File: src/common/gpio_spi_pkg.sv
// Package: constants for the six-pin port with SPI master
package gpio_spi_pkg;
   localparam int unsigned NUM_PINS     = 6;
   // Pin indices (zero based) for the SPI takeover of pins 2..5
   localparam int unsigned PIN_SS       = 2;
   localparam int unsigned PIN_MOSI     = 3;
   localparam int unsigned PIN_MISO     = 4;
   localparam int unsigned PIN_SCLK     = 5;
   // Pull select encodings
   localparam logic [2:0]  PULL_ADC     = 3'h0;
   localparam logic [2:0]  PULL_PUSH    = 3'h1;
   localparam logic [2:0]  PULL_UP      = 3'h2;
   localparam logic [2:0]  PULL_DOWN    = 3'h3;
   // Fault enable encodings
   localparam logic [1:0]  FLT_OFF      = 2'h0;
   localparam logic [1:0]  FLT_LOW      = 2'h1;
   localparam logic [1:0]  FLT_HIGH     = 2'h2;
   // Serial clock half period in ns, and in core cycles rounded up
   localparam int unsigned SCLK_HALF_NS = 80;
   localparam int unsigned CLK_NS       = 5;
   localparam int unsigned HALF_CYCLES  = (SCLK_HALF_NS + CLK_NS - 1) / CLK_NS;
   localparam logic [7:0]  RESET_BYTE   = 8'h00;
   typedef enum logic [2:0] {
      ST_IDLE  = 3'b001,
      ST_LEAD  = 3'b010,
      ST_TRAIL = 3'b100
   } spi_state_t;
endpackage : gpio_spi_pkg

File: src/hdl/gpio_spi_master_port.sv
// Design: six general-purpose pins with SPI master takeover
`timescale 1ns/100ps
module gpio_spi_master_port #(
   parameter int unsigned HALF = gpio_spi_pkg::HALF_CYCLES
) (
   input  wire logic        clk,
   input  wire logic        reset,
   // Per-pin configuration
   input  wire logic [5:0]  pin_is_output,
   input  wire logic [17:0] pull_select,
   input  wire logic [11:0] pin_fault_enable_field,
   input  wire logic [5:0]  addr_select,
   input  wire logic [5:0]  pin_out_level,
   input  wire logic [5:0]  fault_clear,
   // SPI configuration
   input  wire logic        spi_enable,
   input  wire logic        ss_level,
   input  wire logic [2:0]  transfer_length,
   input  wire logic        cpol,
   input  wire logic        cpha,
   input  wire logic [7:0]  tx_data,
   input  wire logic        serial_execute_reg,
   input  wire logic        diagnostic_control,
   // Pins
   input  wire logic [5:0]  pin_in,
   output logic      [5:0]  pin_out,
   output logic      [5:0]  pin_oe,
   output logic      [5:0]  pull_up_en,
   output logic      [5:0]  pull_down_en,
   output logic      [5:0]  adc_select,
   // Status
   output logic      [5:0]  pin_status,
   output logic      [5:0]  pin_fault,
   output logic      [7:0]  rx_data,
   output logic             spi_busy
);
   // ==========================================================
   // Pin input synchroniser
   logic [5:0] sync1_q;
   logic [5:0] sync2_q;
   always_ff @(posedge clk or posedge reset) begin
      if (reset) begin
         sync1_q <= 6'h00;
         sync2_q <= 6'h00;
      end else begin
         sync1_q <= pin_in;
         sync2_q <= sync1_q;
      end
   end

   // ==========================================================
   // SPI engine
   gpio_spi_pkg::spi_state_t state_q;
   logic [7:0]  tx_sh_q;
   logic [7:0]  rx_sh_q;
   logic [2:0]  len_q;
   logic [2:0]  bit_q;
   logic [7:0]  div_q;
   logic        sclk_q;
   logic        mosi_q;
   logic        loop_q;
   logic        ss_latch_q;
   logic        go_q;
   logic        half_done;
   logic        miso_bit;
   logic        go_rise;
   logic        last_bit;

   assign half_done = (div_q == 8'(HALF - 1));
   assign go_rise   = serial_execute_reg & ~go_q;
   assign last_bit  = (bit_q == len_q);
   assign miso_bit  = loop_q ? mosi_q : sync2_q[gpio_spi_pkg::PIN_MISO];

   // ==========================================================
   // Go request edge detect
   always_ff @(posedge clk or posedge reset) begin
      if (reset) begin
         go_q <= 1'b0;
      end else begin
         go_q <= serial_execute_reg;
      end
   end

   // Loopback mode register
   always_ff @(posedge clk or posedge reset) begin
      if (reset) begin
         loop_q <= 1'b0;
      end else begin
         loop_q <= diagnostic_control;
      end
   end

   // Loopback entry latches slave select
   always_ff @(posedge clk or posedge reset) begin
      if (reset) begin
         ss_latch_q <= 1'b1;
      end else if (diagnostic_control && !loop_q) begin
         ss_latch_q <= ss_level;
      end
   end

   // ==========================================================
   // Transfer state machine
   always_ff @(posedge clk or posedge reset) begin
      if (reset) begin
         state_q <= gpio_spi_pkg::ST_IDLE;
         tx_sh_q <= gpio_spi_pkg::RESET_BYTE;
         rx_sh_q <= gpio_spi_pkg::RESET_BYTE;
         rx_data <= gpio_spi_pkg::RESET_BYTE;
         len_q   <= 3'h0;
         bit_q   <= 3'h0;
         div_q   <= 8'h00;
         sclk_q  <= 1'b0;
         mosi_q  <= 1'b0;
      end else begin
         case (state_q)
            gpio_spi_pkg::ST_IDLE: begin
               sclk_q <= cpol;
               div_q  <= 8'h00;
               if (go_rise && spi_enable) begin
                  len_q   <= transfer_length;
                  bit_q   <= 3'h0;
                  tx_sh_q <= tx_data;
                  mosi_q  <= tx_data[0];
                  rx_sh_q <= rx_data;
                  state_q <= gpio_spi_pkg::ST_LEAD;
               end
            end
            gpio_spi_pkg::ST_LEAD: begin
               div_q <= half_done ? 8'h00 : div_q + 8'h01;
               if (half_done) begin
                  sclk_q <= ~cpol;
                  if (cpha) begin
                     mosi_q <= tx_sh_q[bit_q];
                  end else begin
                     rx_sh_q[bit_q] <= miso_bit;
                  end
                  state_q <= gpio_spi_pkg::ST_TRAIL;
               end
            end
            gpio_spi_pkg::ST_TRAIL: begin
               div_q <= half_done ? 8'h00 : div_q + 8'h01;
               if (half_done) begin
                  sclk_q <= cpol;
                  if (cpha) begin
                     rx_sh_q[bit_q] <= miso_bit;
                  end
                  if (last_bit) begin
                     state_q <= gpio_spi_pkg::ST_IDLE;
                     rx_data <= cpha ? {rx_sh_q[7:1], rx_sh_q[0]} : rx_sh_q;
                     if (cpha) begin
                        rx_data[bit_q] <= miso_bit;
                     end
                  end else begin
                     bit_q <= bit_q + 3'h1;
                     if (!cpha) begin
                        mosi_q <= tx_sh_q[bit_q + 3'h1];
                     end
                     state_q <= gpio_spi_pkg::ST_LEAD;
                  end
               end
            end
            default: begin
               state_q <= gpio_spi_pkg::ST_IDLE;
            end
         endcase
      end
   end

   // Busy flag
   always_ff @(posedge clk or posedge reset) begin
      if (reset) begin
         spi_busy <= 1'b0;
      end else begin
         spi_busy <= (state_q != gpio_spi_pkg::ST_IDLE) || (go_rise && spi_enable);
      end
   end

   // ==========================================================
   // Pin muxing, priority SPI > addressing > ADC > normal
   logic [5:0] out_d;
   logic [5:0] oe_d;
   logic [5:0] pu_d;
   logic [5:0] pd_d;
   logic [5:0] adc_d;
   logic [5:0] spi_pin;
   logic       spi_clk_pin;
   logic       spi_mosi_pin;
   logic       spi_ss_pin;

   // External pins stay still in loopback
   assign spi_clk_pin  = loop_q ? cpol : sclk_q;
   assign spi_mosi_pin = loop_q ? 1'b0 : mosi_q;
   assign spi_ss_pin   = loop_q ? ss_latch_q : ss_level;

   genvar g;
   generate
      for (g = 0; g < gpio_spi_pkg::NUM_PINS; g++) begin : g_pin
         logic [2:0] pull;
         logic [1:0] flt;
         assign pull       = pull_select[3*g +: 3];
         assign flt        = pin_fault_enable_field[2*g +: 2];
         assign spi_pin[g] = spi_enable && (g >= gpio_spi_pkg::PIN_SS);
         always_comb begin
            out_d[g] = 1'b0;
            oe_d[g]  = 1'b0;
            pu_d[g]  = 1'b0;
            pd_d[g]  = 1'b0;
            adc_d[g] = 1'b0;
            if (spi_pin[g]) begin
               oe_d[g] = (g != gpio_spi_pkg::PIN_MISO);
               if (g == gpio_spi_pkg::PIN_SS) begin
                  out_d[g] = spi_ss_pin;
               end else if (g == gpio_spi_pkg::PIN_MOSI) begin
                  out_d[g] = spi_mosi_pin;
               end else if (g == gpio_spi_pkg::PIN_SCLK) begin
                  out_d[g] = spi_clk_pin;
               end
            end else if (addr_select[g]) begin
               oe_d[g] = 1'b0;
            end else if (pull == gpio_spi_pkg::PULL_ADC) begin
               adc_d[g] = 1'b1;
            end else begin
               oe_d[g]  = pin_is_output[g];
               out_d[g] = pin_out_level[g];
               pu_d[g]  = (pull == gpio_spi_pkg::PULL_UP);
               pd_d[g]  = (pull == gpio_spi_pkg::PULL_DOWN);
            end
         end

         // Sticky fault flag, set wins over clear
         logic fault_hit;
         assign fault_hit = !spi_pin[g] && !addr_select[g] &&
                            (((flt == gpio_spi_pkg::FLT_HIGH) && sync2_q[g]) ||
                             ((flt == gpio_spi_pkg::FLT_LOW) && !sync2_q[g]));
         always_ff @(posedge clk or posedge reset) begin
            if (reset) begin
               pin_fault[g] <= 1'b0;
            end else if (fault_hit) begin
               pin_fault[g] <= 1'b1;
            end else if (fault_clear[g]) begin
               pin_fault[g] <= 1'b0;
            end
         end
      end
   endgenerate

   // ==========================================================
   // Registered pin outputs
   always_ff @(posedge clk or posedge reset) begin
      if (reset) begin
         pin_out <= 6'h00;
         pin_oe  <= 6'h00;
      end else begin
         pin_out <= out_d;
         pin_oe  <= oe_d;
      end
   end

   // Pull and ADC selects
   always_ff @(posedge clk or posedge reset) begin
      if (reset) begin
         pull_up_en   <= 6'h00;
         pull_down_en <= 6'h00;
         adc_select   <= 6'h00;
      end else begin
         pull_up_en   <= pu_d;
         pull_down_en <= pd_d;
         adc_select   <= adc_d;
      end
   end

   // Live level view
   always_ff @(posedge clk or posedge reset) begin
      if (reset) begin
         pin_status <= 6'h00;
      end else begin
         pin_status <= sync2_q;
      end
   end
endmodule : gpio_spi_master_port

File: config.mk
export PLATFORM = sky130hd
export DESIGN_NAME = gpio_spi_master_port
export DESIGN_NICKNAME = d
export VERILOG_FILES = /design/src/common/gpio_spi_pkg.sv /design/src/hdl/gpio_spi_master_port.sv
export SDC_FILE = /design/constraint.sdc
export NUM_CORES = 1
export LEC_CHECK = 0
export ABC_AREA = 1
export BUFFER_PORTS_ARGS = -buffer_cell sky130_fd_sc_hd__buf_2
export CAP_MARGIN = 20
export CORE_UTILIZATION = 45
export DETAILED_ROUTE_END_ITERATION = 16
export PLACE_DENSITY = 0.75
export SYNTH_ARGS = -nofsm -noshare
export SYNTH_HDL_FRONTEND = slang
export SYNTH_SLANG_ARGS = --single-unit
File: constraint.sdc
create_clock -name clk -period 7.8 [get_ports clk]
set_clock_uncertainty 0.15 [all_clocks]
set_input_delay 1.17 -clock clk [delete_from_list [all_inputs] [get_ports clk]]
set_output_delay 1.17 -clock clk [all_outputs]
set_load 0.03 [all_outputs]
* Yosys cells after proc, flatten, opt, wreduce, memory -nomap -nowiden *
Cells that the tools add are included.

cells by class
  bitwise logic cells = 3
  order comparisons = 3
  add/sub/neg operators = 2
  equal/unequal tests = 37
  reductions and logical operators = 69
  muxes and demuxes = 130

operators by type and width
  operator               count
  $mux W1                107
  $mux W8                6
  $eq A3 B2 Y1 const B   13
  $logic_and A1 B1 Y1    25
  $pmux W8 S3            1
  $logic_not A3 Y1       6
  $mux W3                6
  $pmux W8 S2            1
  $reduce_bool A2 Y1     8
  $logic_not A1 Y1       14
  $ne A2 B2 Y1 const B   7
  $eq A2 B1 Y1 const B   6
  $eq A2 B2 Y1 const B   6
  $pmux W3 S3            1
  $reduce_and A3 Y1      3
  $add A8 B1 Y8 const B  1
  $bwmux W8              1
  $eq A8 B4 Y1 const B   1
  $lt A3 B4 Y1 const B   2
  $logic_or A1 B1 Y1     7
  $reduce_and A7 Y1      1
  $bmux W1 S3            2
  $pmux W1 S3            2
  $pmux W3 S2            1
  other kinds (15)       16

word-level totals
  flip-flop bits (word level) = 101

* Longest topological paths before layout *
  word-level depth = 8
  mapped depth = 12

* Least setup slack after synthesis *
Ideal clock, no wire load.

  path type = input to register
  start = input cpha
  end = register rx_sh_q[0]
  setup time = 65 ps
  stages on the path = 7
  path buffers = 1
  setup slack = 5596 ps
  arrival time = 1989 ps
  cell sequence = buf_2 -> inv_1 -> nor2_1 -> nor2_4 -> nand2_2 -> nand2_1 -> nand2_1

on the way
  longest elaborated chain between the ends = 3
  elaborated cells between the ends (all ways) = 5
  those cells by class = eq/ne: 1; mux: 3; reduce/logical: 1

RTL lines
  element                         line                         RTL
  start: declaration              gpio_spi_master_port.sv:20   input wire logic cpha,
  $mux W8 (2 in series)           n/a
  $pmux W8 S3                     n/a
  end signal: assignment          gpio_spi_master_port.sv:108  rx_sh_q <= gpio_spi_pkg::RESET_BYTE;
  end signal: assignment          gpio_spi_master_port.sv:125  rx_sh_q <= rx_data;
  end signal: indexed assignment  gpio_spi_master_port.sv:136  rx_sh_q[bit_q] <= miso_bit;
  end: declaration                gpio_spi_master_port.sv:55   logic [7:0] rx_sh_q;

Several ways; a longest one is shown, not always the timed one. The select of a mux whose other input is x is not followed.
A chain may end at the register's enable or synchronous reset.

* Worst setup path in the final report *
  start = register rx_data[7]
  end = output rx_data[7]

RTL lines
  element                           line                         RTL
  start: declaration                gpio_spi_master_port.sv:34   output logic [7:0] rx_data,
  start signal: assignment          gpio_spi_master_port.sv:109  rx_data <= gpio_spi_pkg::RESET_BYTE;
  start signal: assignment          gpio_spi_master_port.sv:150  rx_data <= cpha ? {rx_sh_q[7:1], rx_sh_q[0]} : rx_sh_q;
  start signal: indexed assignment  gpio_spi_master_port.sv:152  rx_data[bit_q] <= miso_bit;

No word-level cell between the ends.

==> results.toml <==
[outcome]
status = "finished, final reports clean"

[timing]
hold_viol_final = 0
maxSlewHeadroom = 0.450
final.period_utilization = 0.294
fmax_mhz = 436
maxSlewViolCount = 0
finalSetupViolCount = 0
tightest_slew_ns = 0.825
fin_crit_ns = 2.29
rsz0062_at_grt = "false"
fin_tns_setup_ns = 0

[cts]
cts_root_buf = "clkbuf_8"
clk_pin_slew_ns = 0.09
clock_latency_ns = 0.37
cts_hold_buf = 0
cts.path.max_buffers = 2
cts_made_buffers = 9
htreeDepth = 3
numClockSinks = 101
post_cts_buffers = 0
cts_tree = "yes"
ctsResizeCount = 0

[finish]
fin_nets = 771
n_antenna_cell = 0
n_fill_cell = 947
syn2layout_area_growth_pct = 19.0
final_util = 0.554
drive_above_1_share = 0.262

[synth]
ys_ff_latch = 101
postSynthAreaPerCell_um2 = 8.59
yosysSeqAreaShare = 0.526
yosysUniqueCellTypes = 44
synth_top_area_frac = 0.515
netlist_top_cells_area = "dfrtp_1 52%, nand2_1 13%, inv_1 5.5%, nand3_1 3.5%, nor2_1 3.4%"
syn-cell-area_um2 = 4810
synthCells = 560
synth_edf_count = 0
yosysMostFrequentCell = "nand2_1"
synth_common_cells = "163 x nand2_1, 99 x dfrtp_1, 70 x inv_1"
synth_warnings = 0
synth_nets = 641
async_flop_share = 1.00
synth_flop_cell = "dfrtp_1"
post-synth-top-area-cell = "dfrtp_1"

[drt]
wl_mm = 10.5
antenna_left = 0
drcViolationCount = 0
drt_iter0_drc = 132
vias_per_cell = 4.89
first_pass_iters = 4
dr_total_vias = 4065
wire_per_inst_um = 12.7

[power]
ir_drop_uv = 127
power.density_nw_per_um2 = 277
total_power_mw = 1.58
p_leak_nw = 3.06

[critical_path]
cp.required_ns = 6.48
critPathTopFamily = "flip-flops"
crit_type = "flop to primary output"
rrSetupSlack_ns = 5.71
slowest_stage = "dfrtp_1"
path_cells = "buf_2"
start_kind = "flop"
path_max_fanout = 3
crit_path_end_kind = "primary output"
crit_arrival_ns = 0.97
slowest_delay_ns = 0.39
crit_buf_inv = 1

[placed_design]
hpwl_mm = 7.88
routabilityCongestion = 0.815
portBuffers = 129

[job]
max_cap_viol_count = 0

[min_path]
min_path_type = "flop to flop"

[floorplanning]
die_h_um = 105
pin_count = 130
fp.dieW_um = 105
core-area_um2 = 10300
rows = 37
initial_core_util = 0.466
die_area_um2 = 11100

[global_routing]
grt_max_degree = 68
grt_pass1_vias = 4100
grt_util_all_layers = 0.206
antenna_found_initial = 0
gr-total-overflow = 0
grt_pass1_wl_mm = 18.2
power breakdown:
group          internal [mW]  switching [mW]  total [mW]
clock network          0.120           0.183       0.303
logic                  0.202           0.405       0.607
registers              0.614          0.0599       0.674
state kept, by name (all words and copies together) (netlist names), 6 cells and up:
| name | flops |
|---|---|
| adc_select | 6 |
| sync2_q | 6 |
| tx_sh_q | 8 |
| pull_up_en | 6 |
| pin_out | 6 |
| rx_sh_q | 8 |
| rx_data | 8 |
| pin_status | 6 |
| pin_fault | 6 |
| pull_down_en | 6 |
| sync1_q | 6 |
| div_q | 8 |
| pin_oe | 6 |
routing by layer:
layer | wire (um) | vias up | track usage
met5 | 0 | - | 0
met4 | 220 | 0 | 0.104
met3 | 582 | 20 | 0.0427
met2 | 5350 | 101 | 0.356
met1 | 4380 | 1896 | 0.243
li1 | - | 2048 | -
placed cells by master (no fill, tap or decap), types with 6 or more instances in the layout:
| cell type | instances |
|---|---|
| nand3_1 | 34 |
| dfrtp_1 | 99 |
| nand2_1 | 163 |
| inv_2 | 6 |
| nor4_1 | 9 |
| nor2_1 | 43 |
| a21oi_1 | 17 |
| inv_1 | 69 |
| nor3_1 | 6 |
| buf_2 | 129 |
| clkbuf_8 | 9 |
| o21ai_0 | 31 |
stage by stage:
step | setup slack [ns] | area (um2) | hold slack (ns) | cells
2_1_floorplan | 3.84 | 4810 | 0.181 | 560
3_3_place_gp | 5.19 | 5560 | 0.182 | 815
3_5_place_dp | 5.18 | 5560 | 0.185 | 815
4_1_cts | 5.49 | 5720 | 0.207 | 831
5_1_grt | 5.41 | 5720 | 0.215 | 831
6_report | 5.51 | 5720 | 0.206 | 831
area by class of cell:
| cell class | instances | area [um2] | share of cell area |
|---|---|---|---|
| flip-flops and latches | 101 | 2530 | 0.442 |
| multi-input cells | 367 | 1890 | 0.330 |
| repair buffers | 130 | 653 | 0.114 |
| inverters | 81 | 317 | 0.0553 |
| well taps | 136 | 170 | 0.0297 |
| clock buffers | 12 | 135 | 0.0236 |
| clock inverters | 4 | 31.3 | 0.00547 |
logic make-up after synthesis:
logic type	count (synthesis)	synth area share
and+or+nand+nor	281	0.273
DFF	101	0.526
buffers and inverters	92	0.0814
AOI/OAI and AO/OA	76	0.0950
xor gates and xnor gates	7	0.0167
adders and majority gates	2	0.00520
muxes	1	0.00234
worst paths after layout:
check,cells after the start,end,start
worst max register to register,8,rx_data[2],bit_q[0]
max in group asynchronous,3,rx_sh_q[6],reset
worst max-delay path,1,rx_data[7],rx_data[7]
worst min-delay path,0,sync2_q[4],sync1_q[4]
worst min register to register,0,sync2_q[4],sync1_q[4]
min in group asynchronous,2,pull_up_en[4],reset
Power figures use the tool's default switching activity.
